### src/pkg/line_audio_route_pkg.sv
// constants, types and register map for the line and audio relay router
package line_audio_route_pkg;

    localparam logic [7:0]  ADDR_CTRL      = 8'h00;
    localparam logic [7:0]  ADDR_AUDIO     = 8'h04;
    localparam logic [7:0]  ADDR_SPK       = 8'h08;
    localparam logic [7:0]  ADDR_STATUS    = 8'h0c;

    localparam logic [7:0]  CLASS_DATA     = 8'h00;
    localparam logic [7:0]  CLASS_FAX      = 8'h01;
    localparam logic [7:0]  CLASS_VOICE    = 8'h08;
    localparam logic [7:0]  FAX_CLASS_SETTING_ALT     = 8'h50;
    localparam logic [15:0] RATE_7200      = 16'h1c20;
    localparam logic [15:0] RATE_11025     = 16'h2b11;
    localparam logic [3:0]  BPS_2          = 4'h2;
    localparam logic [3:0]  BPS_4          = 4'h4;
    localparam logic [3:0]  BPS_8          = 4'h8;

    // ctrl field positions
    localparam int CTRL_CLASS_LSB  = 0;
    localparam int CTRL_FAX_CLASS_SETTING_LSB = 8;
    localparam int CTRL_VLS_LSB    = 16;
    localparam int CTRL_THREE_BIT  = 20;
    localparam int CTRL_EC_BIT     = 21;
    // audio field positions
    localparam int AUD_RATE_LSB    = 0;
    localparam int AUD_BPS_LSB     = 16;
    localparam int AUD_STAGE_LSB   = 20;
    // speaker field positions
    localparam int SPK_MGAIN_LSB   = 0;
    localparam int SPK_MMUTE_BIT   = 8;
    localparam int SPK_VOL_LSB     = 16;
    localparam int SPK_SMUTE_BIT   = 24;

    // reset values
    localparam logic [7:0]  RST_CLASS  = CLASS_DATA;
    localparam logic [7:0]  RST_FAX_CLASS_SETTING = 8'h00;
    localparam logic [15:0] RST_RATE   = RATE_7200;
    localparam logic [3:0]  RST_BPS    = BPS_4;
    localparam logic [7:0]  RST_GAIN   = 8'h80;

    // input select bits: line rx, handset mic, voice mic, sound source
    localparam logic [3:0] IN_RX  = 4'h1;
    localparam logic [3:0] IN_HS  = 4'h2;
    localparam logic [3:0] IN_MIC = 4'h4;
    localparam logic [3:0] IN_SND = 4'h8;
    // output enable bits: line tx, local speaker, handset speaker
    localparam logic [2:0] OUT_TX  = 3'h1;
    localparam logic [2:0] OUT_SPK = 3'h2;
    localparam logic [2:0] OUT_HS  = 3'h4;

    // pseudo-duplex hold after instability clears
    localparam int CLK_PERIOD_NS     = 100;
    localparam int RECOVER_TIME_NS   = 100000;
    localparam int RECOVER_CYCLES    = (RECOVER_TIME_NS + CLK_PERIOD_NS - 1) / CLK_PERIOD_NS;

    typedef enum logic [1:0] {
        STAGE_ON_HOOK  = 2'b00,
        STAGE_TONE_ON  = 2'b01,
        STAGE_TONE_OFF = 2'b10,
        STAGE_OFF_HOOK = 2'b11
    } alt_stage_type;

    typedef enum logic {
        DUPLEX_FULL   = 1'b0,
        DUPLEX_PSEUDO = 1'b1
    } duplex_type;

    // active-high relay requests plus routing
    typedef struct packed {
        logic       hold;
        logic       keep_hook;
        logic       offhook;
        logic       voice;
        logic       callerid;
        logic [3:0] in_sel;
        logic [2:0] out_sel;
    } route_type;

endpackage : line_audio_route_pkg

### src/core/line_audio_route_relay_ctrl.sv
// line select, relay drive and mode decode with an apb register file
//
// Local design decisions: register access over APB and the placing of the registers.
`timescale 1ns/1ps
module line_audio_route_relay_ctrl
    import line_audio_route_pkg::*;
#(
    parameter int RECOVER_LEN = RECOVER_CYCLES
) (
    // clock and reset
    input  wire logic        pclk,
    input  wire logic        presetn,
    // apb slave
    input  wire logic        psel,
    input  wire logic        penable,
    input  wire logic        pwrite,
    input  wire logic [7:0]  paddr,
    input  wire logic [31:0] pwdata,
    output logic             pready,
    output logic [31:0]      prdata,
    output logic             pslverr,
    // echo canceller health
    input  wire logic        echo_unstable,
    // line relays, active low
    output logic             offhook_relay_n,
    output logic             voice_relay_n,
    output logic             callerid_relay_n,
    // analog routing
    output logic [3:0]       input_select,
    output logic [2:0]       output_select,
    // operating modes
    output logic             voice_mode_en,
    output logic             audio_mode_en,
    output logic             full_duplex_speakerphone,
    output logic             pseudo_duplex,
    output logic             data_mode_en,
    output logic             fax_mode_en,
    output logic             alt_voice_data_en,
    output logic             cellular_ec_enable,
    // speakerphone controls
    output logic [7:0]       mic_gain,
    output logic             mic_mute,
    output logic [7:0]       speaker_volume,
    output logic             speaker_mute
);

    if (RECOVER_LEN < 1 || RECOVER_LEN > 65535) begin : g_chk
        $error("RECOVER_LEN out of range");
    end

    function automatic route_type vls_lookup(input logic [3:0] code, input logic three);
        route_type r;
        r = '{hold: 1'b0, keep_hook: 1'b0, offhook: 1'b0, voice: 1'b0,
              callerid: 1'b0, in_sel: 4'h0, out_sel: 3'h0};
        unique case (code)
            4'h0: begin
                r.offhook = 1'b1;
                r.in_sel  = IN_RX;
                r.out_sel = OUT_TX;
            end
            4'h1: begin
                r.voice    = 1'b1;
                r.callerid = three;
                r.in_sel   = IN_HS;
                r.out_sel  = OUT_HS;
            end
            4'h2: begin
                r.callerid = three;
                r.in_sel   = IN_RX;
                r.out_sel  = OUT_TX | OUT_SPK;
            end
            4'h3: begin
                r.voice    = 1'b1;
                r.callerid = three;
                r.in_sel   = IN_MIC;
                r.out_sel  = OUT_TX;
            end
            4'h4: begin
                r.offhook = 1'b1;
                r.in_sel  = IN_RX;
                r.out_sel = OUT_TX | OUT_SPK;
            end
            4'h6: begin
                r.offhook = 1'b1;
                r.in_sel  = IN_RX | IN_MIC;
                r.out_sel = OUT_TX | OUT_SPK;
            end
            4'h7: begin
                r.keep_hook = 1'b1;
                r.voice     = 1'b1;
                r.in_sel    = IN_SND;
                r.out_sel   = OUT_TX | OUT_SPK;
            end
            4'h8: begin
                r.keep_hook = 1'b1;
                r.callerid  = three;
                r.in_sel    = IN_RX;
                r.out_sel   = OUT_SPK;
            end
            4'h9: begin
                r.voice    = 1'b1;
                r.callerid = 1'b1;
                r.in_sel   = three ? (IN_RX | IN_SND) : (IN_HS | IN_MIC);
                r.out_sel  = OUT_HS | OUT_SPK;
            end
            default: begin
                r.hold = 1'b1;
            end
        endcase
        return r;
    endfunction : vls_lookup

    // registers written by software
    logic [7:0]    op_class_q;
    logic [7:0]    fax_class_q;
    logic [3:0]    vls_q;
    logic          three_q;
    logic          ec_q;
    logic [15:0]   rate_q;
    logic [3:0]    bps_q;
    alt_stage_type stage_q;
    logic [7:0]    mgain_q;
    logic          mmute_q;
    logic [7:0]    svol_q;
    logic          smute_q;
    // block state
    logic          oh_q;
    logic          vc_q;
    logic          cid_q;
    logic          oh_n_q, vc_n_q, cid_n_q;
    logic [3:0]    in_q;
    logic [2:0]    out_q;
    logic          voice_en_q;
    logic          audio_en_q;
    logic          full_duplex_speakerphone_q;
    logic          pseudo_q;
    logic          data_en_q;
    logic          fax_en_q;
    logic          alt_en_q;
    duplex_type    duplex_q;
    logic [15:0]   recover_q;
    logic          pready_q;
    logic [31:0]   prdata_q;
    logic          pslverr_q;

    // apb decode
    wire           apb_access = psel & penable & ~pready_q;
    wire           apb_wr     = psel & penable & pready_q & pwrite;
    wire           hit_ctrl   = (paddr == ADDR_CTRL);
    wire           hit_audio  = (paddr == ADDR_AUDIO);
    wire           hit_spk    = (paddr == ADDR_SPK);
    wire           hit_stat   = (paddr == ADDR_STATUS);
    wire           mapped     = hit_ctrl | hit_audio | hit_spk | hit_stat;
    wire           ro_write   = hit_stat & pwrite;
    wire           wr_ctrl    = apb_wr & hit_ctrl;
    wire           wr_audio   = apb_wr & hit_audio;
    wire           wr_spk     = apb_wr & hit_spk;

    wire [31:0]    rd_ctrl    = {10'h000, ec_q, three_q, vls_q, fax_class_q, op_class_q};
    wire [31:0]    rd_audio   = {10'h000, stage_q, bps_q, rate_q};
    wire [31:0]    rd_spk     = {7'h00, smute_q, svol_q, 7'h00, mmute_q, mgain_q};
    wire [31:0]    rd_stat    = {14'h0000, ec_q, out_q, in_q, cid_q, vc_q, oh_q,
                                 pseudo_q, alt_en_q, fax_en_q, data_en_q, full_duplex_speakerphone_q,
                                 audio_en_q, voice_en_q};
    wire [31:0]    rd_mux     = hit_ctrl  ? rd_ctrl  :
                                hit_audio ? rd_audio :
                                hit_spk   ? rd_spk   :
                                hit_stat  ? rd_stat  : 32'h0000_0000;

    // mode decode
    wire           cls_voice  = (op_class_q == CLASS_VOICE);
    wire           is_alt     = (fax_class_q == FAX_CLASS_SETTING_ALT);
    wire           voice_d    = cls_voice & (rate_q == RATE_7200)
                                & ((bps_q == BPS_2) | (bps_q == BPS_4));
    wire           audio_d    = cls_voice & (bps_q == BPS_8)
                                & ((rate_q == RATE_7200) | (rate_q == RATE_11025));
    wire           full_duplex_speakerphone_d     = cls_voice & (vls_q == 4'h6);
    wire           data_d     = (fax_class_q == CLASS_DATA);
    wire           fax_d      = (fax_class_q == CLASS_FAX) | (op_class_q == CLASS_FAX);

    wire route_type vls_rt    = vls_lookup(vls_q, three_q);

    // alternating voice-data stage relays
    wire           alt_oh     = (stage_q == STAGE_TONE_OFF) | (stage_q == STAGE_OFF_HOOK);
    wire           alt_vc     = (stage_q == STAGE_OFF_HOOK);
    wire           alt_cid    = three_q & ((stage_q == STAGE_TONE_ON)
                                | (stage_q == STAGE_TONE_OFF));

    wire           vls_apply  = cls_voice & ~vls_rt.hold;
    wire           alt_apply  = ~cls_voice & is_alt;
    // codes 7 and 8 keep whatever off-hook state the host set up earlier
    wire           oh_d       = vls_apply ? (vls_rt.keep_hook ? oh_q : vls_rt.offhook) :
                                alt_apply ? alt_oh : oh_q;
    wire           vc_d       = vls_apply ? vls_rt.voice    : alt_apply ? alt_vc  : vc_q;
    wire           cid_d      = vls_apply ? vls_rt.callerid : alt_apply ? alt_cid : cid_q;
    wire [3:0]     in_d       = vls_apply ? vls_rt.in_sel  : in_q;
    wire [2:0]     out_d      = vls_apply ? vls_rt.out_sel : out_q;

    // apb handshake, one wait state
    always_ff @(posedge pclk or negedge presetn) begin
        if (!presetn) begin
            pready_q  <= 1'b0;
            prdata_q  <= 32'h0000_0000;
            pslverr_q <= 1'b0;
        end else begin
            pready_q  <= apb_access;
            prdata_q  <= (apb_access & ~pwrite) ? rd_mux : 32'h0000_0000;
            pslverr_q <= apb_access & (~mapped | ro_write);
        end
    end

    always_ff @(posedge pclk or negedge presetn) begin
        if (!presetn) begin
            op_class_q  <= RST_CLASS;
            fax_class_q <= RST_FAX_CLASS_SETTING;
            vls_q       <= 4'h0;
            three_q     <= 1'b0;
            ec_q        <= 1'b0;
        end else if (wr_ctrl) begin
            op_class_q  <= pwdata[CTRL_CLASS_LSB +: 8];
            fax_class_q <= pwdata[CTRL_FAX_CLASS_SETTING_LSB +: 8];
            vls_q       <= pwdata[CTRL_VLS_LSB +: 4];
            three_q     <= pwdata[CTRL_THREE_BIT];
            ec_q        <= pwdata[CTRL_EC_BIT];
        end
    end

    always_ff @(posedge pclk or negedge presetn) begin
        if (!presetn) begin
            rate_q  <= RST_RATE;
            bps_q   <= RST_BPS;
            stage_q <= STAGE_ON_HOOK;
        end else if (wr_audio) begin
            rate_q  <= pwdata[AUD_RATE_LSB +: 16];
            bps_q   <= pwdata[AUD_BPS_LSB +: 4];
            stage_q <= alt_stage_type'(pwdata[AUD_STAGE_LSB +: 2]);
        end
    end

    always_ff @(posedge pclk or negedge presetn) begin
        if (!presetn) begin
            mgain_q <= RST_GAIN;
            mmute_q <= 1'b0;
            svol_q  <= RST_GAIN;
            smute_q <= 1'b0;
        end else if (wr_spk) begin
            mgain_q <= pwdata[SPK_MGAIN_LSB +: 8];
            mmute_q <= pwdata[SPK_MMUTE_BIT];
            svol_q  <= pwdata[SPK_VOL_LSB +: 8];
            smute_q <= pwdata[SPK_SMUTE_BIT];
        end
    end

    // relay and routing state, all released at reset
    always_ff @(posedge pclk or negedge presetn) begin
        if (!presetn) begin
            oh_q  <= 1'b0;
            vc_q  <= 1'b0;
            cid_q <= 1'b0;
            in_q  <= 4'h0;
            out_q <= 3'h0;
            oh_n_q  <= 1'b1;
            vc_n_q  <= 1'b1;
            cid_n_q <= 1'b1;
        end else begin
            oh_q  <= oh_d;
            vc_q  <= vc_d;
            cid_q <= cid_d;
            oh_n_q  <= ~oh_d;
            vc_n_q  <= ~vc_d;
            cid_n_q <= ~cid_d;
            in_q  <= in_d;
            out_q <= out_d;
        end
    end

    always_ff @(posedge pclk or negedge presetn) begin
        if (!presetn) begin
            voice_en_q <= 1'b0;
            audio_en_q <= 1'b0;
            data_en_q  <= 1'b0;
            fax_en_q   <= 1'b0;
            alt_en_q   <= 1'b0;
        end else begin
            voice_en_q <= voice_d;
            audio_en_q <= audio_d;
            data_en_q  <= data_d;
            fax_en_q   <= fax_d;
            alt_en_q   <= is_alt;
        end
    end

    // duplex fallback; returns to full duplex after a quiet hold time
    always_ff @(posedge pclk or negedge presetn) begin
        if (!presetn) begin
            duplex_q  <= DUPLEX_FULL;
            recover_q <= 16'h0000;
        end else if (!full_duplex_speakerphone_d) begin
            duplex_q  <= DUPLEX_FULL;
            recover_q <= 16'h0000;
        end else if (echo_unstable) begin
            duplex_q  <= DUPLEX_PSEUDO;
            recover_q <= 16'(RECOVER_LEN);
        end else if (duplex_q == DUPLEX_PSEUDO) begin
            if (recover_q <= 16'h0001) begin
                duplex_q <= DUPLEX_FULL;
            end
            recover_q <= (recover_q == 16'h0000) ? 16'h0000 : recover_q - 16'h0001;
        end
    end

    always_ff @(posedge pclk or negedge presetn) begin
        if (!presetn) begin
            full_duplex_speakerphone_q   <= 1'b0;
            pseudo_q <= 1'b0;
        end else begin
            full_duplex_speakerphone_q   <= full_duplex_speakerphone_d & (duplex_q == DUPLEX_FULL) & ~echo_unstable;
            pseudo_q <= full_duplex_speakerphone_d & ((duplex_q == DUPLEX_PSEUDO) | echo_unstable);
        end
    end

    assign pready                   = pready_q;
    assign prdata                   = prdata_q;
    assign pslverr                  = pslverr_q;
    assign offhook_relay_n          = oh_n_q;
    assign voice_relay_n            = vc_n_q;
    assign callerid_relay_n         = cid_n_q;
    assign input_select             = in_q;
    assign output_select            = out_q;
    assign voice_mode_en            = voice_en_q;
    assign audio_mode_en            = audio_en_q;
    assign full_duplex_speakerphone = full_duplex_speakerphone_q;
    assign pseudo_duplex            = pseudo_q;
    assign data_mode_en             = data_en_q;
    assign fax_mode_en              = fax_en_q;
    assign alt_voice_data_en        = alt_en_q;
    assign cellular_ec_enable       = ec_q;
    assign mic_gain                 = mgain_q;
    assign mic_mute                 = mmute_q;
    assign speaker_volume           = svol_q;
    assign speaker_mute             = smute_q;
endmodule : line_audio_route_relay_ctrl

### config.mk
export PLATFORM = sky130hd
export DESIGN_NAME = line_audio_route_relay_ctrl
export DESIGN_NICKNAME = d
export VERILOG_FILES = /design/src/pkg/line_audio_route_pkg.sv /design/src/core/line_audio_route_relay_ctrl.sv
export SDC_FILE = /design/constraint.sdc
export NUM_CORES = 1
export LEC_CHECK = 0
export BUFFER_PORTS_ARGS = -buffer_cell sky130_fd_sc_hd__buf_2
export CAP_MARGIN = 40
export CORE_UTILIZATION = 55
export CTS_BUF_LIST = sky130_fd_sc_hd__clkbuf_8
export DETAILED_ROUTE_END_ITERATION = 7
export PLACE_DENSITY = 0.8
export SYNTH_ARGS = -nofsm -noshare
export SYNTH_HDL_FRONTEND = slang
export SYNTH_SLANG_ARGS = --single-unit
### constraint.sdc
create_clock -name pclk -period 3.4 [get_ports pclk]
set_input_delay 0.34 -clock pclk [delete_from_list [all_inputs] [get_ports pclk]]
set_output_delay 0.34 -clock pclk [all_outputs]
set_load 0.01 [all_outputs]
# ---- Word level (Yosys, flattened, before mapping)
# Index checks and enable logic that the tools add are counted.
dict set report word_totals {
  ff_bits 126
}
dict set report classes {
  n_addsub 1
  magnitude_cmp 1
  eq_ne 24
  n_mux 26
  bitwise_logic 40
  reduce_logical 10
}
# operator n
set op_table {}
lappend op_table {{$mux W25} 4}
lappend op_table {{$mux W16} 4}
lappend op_table {{$pmux W7 S8} 1}
lappend op_table {{$eq A8 B4 Y1 const B} 3}
lappend op_table {{$and A1 B1 Y1} 21}
lappend op_table {{$mux W18} 1}
lappend op_table {{$eq A16 B13 Y1 const B} 1}
lappend op_table {{$eq A16 B14 Y1 const B} 1}
lappend op_table {{$eq A4 B3 Y1 const B} 4}
lappend op_table {{$eq A8 B1 Y1 const B} 2}
lappend op_table {{$le A16 B1 Y1 const B} 1}
lappend op_table {{$logic_not A16 Y1} 1}
lappend op_table {{$logic_not A8 Y1} 2}
lappend op_table {{$sub A16 B1 Y16 const B} 1}
lappend op_table {{$mux W1} 14}
lappend op_table {{$eq A4 B2 Y1 const B} 3}
lappend op_table {{$eq A4 B4 Y1 const B} 3}
lappend op_table {{$or A1 B1 Y1} 10}
lappend op_table {{$not A1 Y1} 9}
lappend op_table {{$reduce_or A9 Y1} 1}
lappend op_table {{$eq A8 B3 Y1 const B} 1}
lappend op_table {{$eq A8 B7 Y1 const B} 1}
lappend op_table {{$reduce_or A4 Y1} 2}
lappend op_table {{$eq A2 B2 Y1 const B} 2}
lappend op_table {{8 further kinds} 9}

# ---- Depth between registers and ports, before layout
# Gate-level depths: netlist of run 1.
dict set report depth {
  ltp_word 7
  mapped_depth 8
  mapped_depth_nobuf 7
}

# ---- Worst setup path before layout of run 1
# No wires, ideal clock.
dict set report synth_timing {
  path_kind {register -> register}
  start {register recover_q[0]}
  end {register recover_q[10]}
  setup_time_ps 124
  arrival_time_ps 2204
  required_time_ps 3276
  setup_slack_ps 1072
  path_stages_with_launch 9
  n_path_buf 1
  period_less_slack_ps 2328
  cell_sequence {dfrtp_1 inv_1 ha_1 or3b_2 or2_1 clkbuf_1 or3_1 nor3b_1 a211o_1}
}
dict set report synth_via {
  elab_chain_cells 5
  word_cells_on_any_way 6
  cone_classes {1 x add/sub; 4 x mux; 1 x reduce/logical}
}
# item line
set synth_rtl {}
lappend synth_rtl {{from (decl)} line_audio_route_relay_ctrl.sv:141} ;# logic [15:0] recover_q;
lappend synth_rtl {{from (signal assigned)} line_audio_route_relay_ctrl.sv:303} ;# recover_q <= 16'(RECOVER_LEN);
lappend synth_rtl {{from (signal assigned)} line_audio_route_relay_ctrl.sv:308} ;# recover_q <= (recover_q == 16'h0000) ? 16'h0000 : recover_q - 16'h0001;
lappend synth_rtl {{$sub A16 B1 Y16 / $logic_not A16 Y1 (equally long branches)} line_audio_route_relay_ctrl.sv:308}
lappend synth_rtl {{$mux W16 (*)} line_audio_route_relay_ctrl.sv:308}
lappend synth_rtl {{$mux W16 (*)} line_audio_route_relay_ctrl.sv:304} ;# end else if (duplex_q == DUPLEX_PSEUDO) begin
lappend synth_rtl {{$mux W16 (*)} line_audio_route_relay_ctrl.sv:301} ;# end else if (echo_unstable) begin
lappend synth_rtl {{$mux W16 (*)} line_audio_route_relay_ctrl.sv:298} ;# end else if (!full_duplex_speakerphone_d) begin
# Mark *: on every way between the ends. The rest lies on a longest branch, timed or not. The select of a mux whose other input is x is not followed.
# A chain may end at the register's enable or synchronous reset.

# ---- Final worst setup path of run 1
dict set report layout_timing {
  start {register op_class_q[1]}
  end {register recover_q[4]}
}
dict set report layout_via {
  elab_chain_cells 3
  word_cells_on_any_way 4
  cone_classes {2 x eq/ne; 1 x mux; 1 x bitwise}
}
# item line
set layout_rtl {}
lappend layout_rtl {{from (decl)} line_audio_route_relay_ctrl.sv:114} ;# logic [7:0] op_class_q;
lappend layout_rtl {{from (signal assigned)} line_audio_route_relay_ctrl.sv:220} ;# op_class_q <= pwdata[CTRL_CLASS_LSB +: 8];
lappend layout_rtl {{$eq A8 B4 Y1 (*)} line_audio_route_relay_ctrl.sv:171} ;# wire cls_voice = (op_class_q == CLASS_VOICE);
lappend layout_rtl {{$and A1 B1 Y1 (*)} line_audio_route_relay_ctrl.sv:177} ;# wire full_duplex_speakerphone_d = cls_voice & (vls_q == 4'h6);
lappend layout_rtl {{$ne A3 B3 Y1 (no line) / $mux W16 (equally long branches)} n/a}
# Mark *: on every way between the ends. The rest lies on a longest branch, timed or not.

==> flow_metrics.tcl, run 1 <==
set metrics [dict create \
    grt_usage_pct 26.6 \
    critPathKind "reg2reg" \
    cts_buffers 17 \
    ys_async_sr_fraction_pct 100 \
    first_pass_iters 5 \
    worstHoldPathType "in2async" \
    p_per_area_nw_per_um2 439 \
    chipHeight_um 105 \
    postSynthAreaPerCell_sq_um 11.4 \
    p_seq_share_pct 50.0 \
    cts_root_buffer "clkbuf_8" \
    io_pins 116 \
    slew_violations 0 \
    h-tree-depth 4 \
    rsz0062_at_grt "false" \
    cp_top_family "simple AND/OR/NAND/NOR gates" \
    drv_cap 0 \
    worstMarginPinSlew_ns 0.905 \
    ys_top_cells_by_area "dfrtp_1, mux2_2, mux2_1, dfstp_2, nor2_1" \
    routed_wirelength_mm 14.0 \
    final.period_utilization_pct 75.7 \
    synth_edf_count 0 \
    r2r-start "op_class_q[1]" \
    vias_per_cell 6.06 \
    synth_area_sq_um 5890 \
    critPathSlowestCell "a311o_2" \
    antenna_left 0 \
    violations "hold timing" \
    die_area_sq_um 11100 \
    ff2ff_setup_slack_ns 0.83 \
    power.switching_w 0.000728 \
    cp.buffers_inverters 0 \
    drt_iter0_markers 282 \
    ys_types 60 \
    mostFrequentLayoutCells "dfrtp_1, buf_2, nor2_1, mux2_2, nand2_1" \
    status "complete, but fails checks" \
    clk_path_buf_depth 2 \
    hold_violations 20 \
    port_buffers 101 \
    post_cts_buffers 0 \
    ys_seq_area_share_pct 53.7 \
    power.share.clock_pct 45.7 \
    ctsResizeCount 0 \
    comb_power_share_pct 4.3 \
    crit_path_cell_trace "nor4_4, nand4_1, a311o_2, or3_1, o211ai_1" \
    start_util_pct 56.8 \
    ys.warnings.count 0 \
    start_kind "flip-flop" \
    grt_pass1_vias 4500 \
    vias 4627 \
    n_fill_cell 778 \
    cts_sinks 126 \
    wire_per_inst_um 18.4 \
    r2r_end "recover_q[4]" \
    yosys_register_bits 126 \
    hold_buffers 0 \
    cp.arrival_ns 2.92 \
    power_leakage_nw 3.61 \
    synth_top_area_share_pct 49.3 \
    hold_ws_ns -0.0169 \
    max_slew_margin_pct 39.3 \
    syn_to_final_growth_pct 17.5 \
    final_layout_size_suffix_gt1_share_pct 31.5 \
    switching_share_pct 23.9 \
    fin_util_pct 66.7 \
    period_needed_ns 2.57 \
    antenna_found_initial 0 \
    drc_errors 0 \
    die_x_um 105 \
    internal_power_w 0.00231 \
    final_common_cell "dfrtp_1" \
    synth_flop_cell "dfrtp_1" \
    ff2ff_path_depth 5 \
    worst_ep_required_time_ns 3.74 \
    postSynthCellCount 517 \
    grt_max_degree 66 \
    gp_congestion 0.824 \
    finClkSkew_ns 0.0119 \
    fmax_ghz 0.389 \
    cts_tree "done" \
    finalSetupViolCount 0 \
    layout.nets 666 \
    grt_pass1_wl_mm 22.9 \
    place_hpwl_mm 9.69 \
    finalNonFillerCells 764 \
    clkSlewWorstSetupHoldPaths_ns 0.08 \
    dp_cells 732 \
    critPathMaxFanout 14 \
    row_count 37 \
    antenna_cells 0 \
    clock_latency_ns 0.43 \
    coreArea_sq_um 10400 \
    max_stage_delay_ns 0.61 \
    vdd_ir_drop_max_mv 0.275 \
    synth_area_leader_cell "dfrtp_1" \
    grt_overflow 0 \
    tns_ns 0 \
    end_kind "flip-flop" \
]
-- Yosys cell counts, drive strengths merged, types with 2 or more instances --
cell	number
nor4b	3
xnor2	2
a211o	3
a2111oi	17
nand2b	8
dfstp	10
nand3b	2
nand4b	2
nand2	30
o21a	2
dfrtp	116
o31ai	7
nand3	11
and3	2
a211oi	2
nor3b	4
nor2	55
a221oi	5
nor4bb	2
or4b	2
o41ai	2
ha	5
clkbuf	17
a21oi	14
nand4	5
o21ai	16
nor2b	6
a21o	5
mux2	62
and2	3
or2	2
or4	7
mux2i	16
inv	9
o211ai	2
or3	4
a31oi	11
nor3	6
nor4	12
buf	19
-- registers in the layout (all words and copies together) (netlist names), 2 cells and up --
register	flops
vls_q	4
recover_q	16
mic_gain	8
bps_q	4
stage_q	2
input_select	4
output_select	3
op_class_q	8
prdata	25
rate_q	16
fax_class_q	8
speaker_volume	8
-- per-layer routing --
| layer | track usage, % | share of wire [%] | up-vias |
|---|---|---|---|
| met5 | 0 | 0 | - |
| met4 | 12.0 | 3.0 | 0 |
| met3 | 5.01 | 5.5 | 37 |
| met2 | 40.7 | 47 | 196 |
| met1 | 37.0 | 45 | 2309 |
| li1 | - | - | 2085 |
-- layout make-up --
cell class	count	area, sq um	area share [%]
clock buffer	18	248	3.58
clock inverter	14	180	2.60
inverter	9	33.8	0.488
multi-input combinational	352	2540	36.7
sequential	126	3170	45.7
tap	136	170	2.46
timing repair buffer	109	581	8.39
-- power groups by stage --
stage          sequential (W)  clock (W)  combinational (W)
2_1_floorplan         0.00155          0          0.0000527
3_3_place_gp          0.00155          0           0.000127
3_5_place_dp          0.00155          0           0.000131
4_1_cts               0.00152    0.00141           0.000131
5_1_grt               0.00152    0.00148           0.000146
6_report              0.00152    0.00139           0.000130
-- logic make-up (layout without fill, tap and decap cells) --
| family | after synthesis | count (layout) | share of synthesized area (%) |
|---|---|---|---|
| and+or+nand+nor | 170 | 170 | 16.0 |
| muxes | 78 | 78 | 14.6 |
| xor gates and xnor gates | 3 | 3 | 0.446 |
| buffers and inverters | 45 | 150 | 3.63 |
| DFF | 126 | 126 | 53.7 |
| adders and majority gates | 5 | 5 | 1.06 |
| other | 1 | 7 | 0.0637 |
| AOI/OAI and AO/OA | 89 | 89 | 10.5 |
-- worst max path at each step --
| stage | to | cells after the start | slack [ns] | from |
|---|---|---|---|---|
| 2_1_floorplan | recover_q[10] | 8 | 1.07 | recover_q[0] |
| 3_3_place_gp | recover_q[4] | 5 | 0.92 | op_class_q[1] |
| 3_5_place_dp | recover_q[4] | 5 | 0.88 | op_class_q[1] |
| 4_1_cts | recover_q[4] | 5 | 0.86 | op_class_q[1] |
| 5_1_grt | recover_q[4] | 5 | 0.72 | op_class_q[1] |
| 6_report | recover_q[4] | 5 | 0.83 | op_class_q[1] |
-- through the flow --
stage / setup slack, ns / power, W / area [sq um] / hold slack (ns)
2_1_floorplan: 1.07 / 0.00160 / 5910 / 0.0444
3_3_place_gp: 0.923 / 0.00168 / 6490 / 0.465
3_5_place_dp: 0.883 / 0.00168 / 6490 / 0.477
4_1_cts: 0.856 / 0.00306 / 6920 / 0.0144
5_1_grt: 0.716 / 0.00314 / 6920 / 0.0468
6_report: 0.827 / 0.00304 / 6920 / -0.0169
Power figures use the tool's default switching activity.
==> inputs of run 2 (changes only) <==
==> constraint.sdc (replaced) <==
create_clock -name pclk -period 2.4 [get_ports pclk]
set_input_delay 0.24 -clock pclk [delete_from_list [all_inputs] [get_ports pclk]]
set_output_delay 0.24 -clock pclk [all_outputs]
set_load 0.01 [all_outputs]
==> run 2 against run 1 <==
The flow now finishes without violations. Combinational power rose by 52%. Wire length rose by 1.1%. Largest cell class unchanged. Global-route usage rose by 0.57 points. Core utilization rose by 1.7 points. Critical endpoint is now recover_q[15]. Register-to-register slack got worse by 0.71 ns.
==> flow_metrics.tcl, run 2 (synthesis results as in run 1) <==
set metrics [dict create \
    tns_ns 0 \
    mostFrequentLayoutCells "dfrtp_1, buf_2, nor2_1, mux2_2, nand2_1" \
    final.period_utilization_pct 95.3 \
    grt_max_degree 46 \
    die_area_sq_um 11100 \
    rsz0062_at_grt "false" \
    worstHoldPathType "in2reg" \
    cts_buffers 17 \
    finalSetupViolCount 0 \
    cts_sinks 126 \
    cp.arrival_ns 2.67 \
    clkSlewWorstSetupHoldPaths_ns 0.08 \
    end_kind "flip-flop" \
    wire_per_inst_um 18.1 \
    io_pins 116 \
    power_leakage_nw 3.70 \
    critPathKind "reg2reg" \
    place_hpwl_mm 9.90 \
    setup_ws_ns 0.113 \
    slew_violations 0 \
    drc_errors 0 \
    final_common_cell "dfrtp_1" \
    antenna_found_initial 0 \
    layout.nets 686 \
    start_kind "flip-flop" \
    finClkSkew_ns 0.00738 \
    grt_pass1_vias 4708 \
    drt_iter0_markers 296 \
    start_util_pct 56.8 \
    cts_tree "done" \
    cts_root_buffer "clkbuf_8" \
    drv_cap 0 \
    p_total_w 0.00423 \
    status "finished clean" \
    final_layout_size_suffix_gt1_share_pct 33.5 \
    first_pass_iters 5 \
    fin_util_pct 68.4 \
    clock_latency_ns 0.44 \
    worstMarginPinSlew_ns 0.616 \
    antenna_cells 0 \
    routed_wirelength_mm 14.2 \
    period_needed_ns 2.29 \
    vdd_ir_drop_max_mv 0.348 \
    antenna_left 0 \
    vias 4649 \
    worst_ep_required_time_ns 2.78 \
    p_per_area_nw_per_um2 597 \
    largest_register_ffs 25 \
    vias_per_cell 5.93 \
    max_slew_margin_pct 59.0 \
    grt_overflow 0 \
    h-tree-depth 4 \
    syn_to_final_growth_pct 20.4 \
    port_buffers 101 \
    grt_pass1_wl_mm 23.2 \
    row_count 37 \
    chipHeight_um 105 \
    hold_ws_ns 0.0136 \
    critPathMaxFanout 7 \
    place_ws_ns 0.0537 \
    coreArea_sq_um 10400 \
    gp_congestion 0.854 \
    clk_path_buf_depth 2 \
    die_x_um 105 \
    grt_usage_pct 27.2 \
    fmax_ghz 0.437 \
    hold_violations 0 \
]
==> run 2: cell count changes in the layout (fill, tap and decap cells not counted), moves of 3 or more <==
cell,delta
buf_4,+16
buf_12,+3
clkinv_2,+3
inv_6,-3
==> run 2: critical path, cell delays in order (launching register included) <==
cell,delay (ns)
dfrtp_1,0.43
or4_1,0.69
or4_1,0.48
or3_1,0.36
a21oi_1,0.17
a21o_1,0.10
==> run 2: report_power, final <==
group / total, W / leakage (nW) / internal, W / switching [W]
Clock: 0.00188 / 0.203 / 0.00102 / 0.000861
Sequential: 0.00215 / 1.71 / 0.00214 / 0.0000122
Combinational: 0.000198 / 1.79 / 0.0000712 / 0.000127
Total: 0.00423 / 3.70 / 0.00323 / 0.000999
==> run 2: routing by layer <==
layer / GRT usage (%) / part of all wire (%)
met4: 10.9 / 2.0
met5: 0 / 0
met2: 42.1 / 47
met1: 37.0 / 45
met3: 6.62 / 5.5
==> run 2: per-stage QoR <==
stage	std cells	area, sq um
2_1_floorplan	523	5910
3_3_place_gp	751	6670
3_5_place_dp	751	6670
4_1_cts	784	7090
5_1_grt	784	7090
6_report	784	7090
==> run 2: area by class of cell <==
| class | count | area (sq um) |
|---|---|---|
| timing repair buffer | 129 | 771 |
| inverter | 9 | 33.8 |
| fill | 791 | 3280 |
| sequential | 126 | 3170 |
| clock inverter | 15 | 171 |
| tap | 136 | 170 |
| multi-input combinational | 352 | 2550 |
| clock buffer | 17 | 234 |
==> run 2: path summary, 6_finish.rpt <==
path	from	to	slack, ns	cells past startpoint
worst max register to register	recover_q[10]	recover_q[15]	0.11	5
worst min register to register	speaker_volume[6]	speaker_volume[6]	0.51	1
worst min-delay path	pwdata[22]	speaker_volume[6]	0.01	2
max in group asynchronous	presetn	callerid_relay_n	1.33	3
min in group asynchronous	presetn	recover_q[7]	0.35	2
worst max-delay path	recover_q[10]	recover_q[15]	0.11	5
==> run 2: repair_timing <==
item,CTS,global route
endpoints found under the hold margin,41,0
setup buffers,0,0
setup endpoints to repair,0,2
hold buffers,1,0
gates resized for setup,0,2
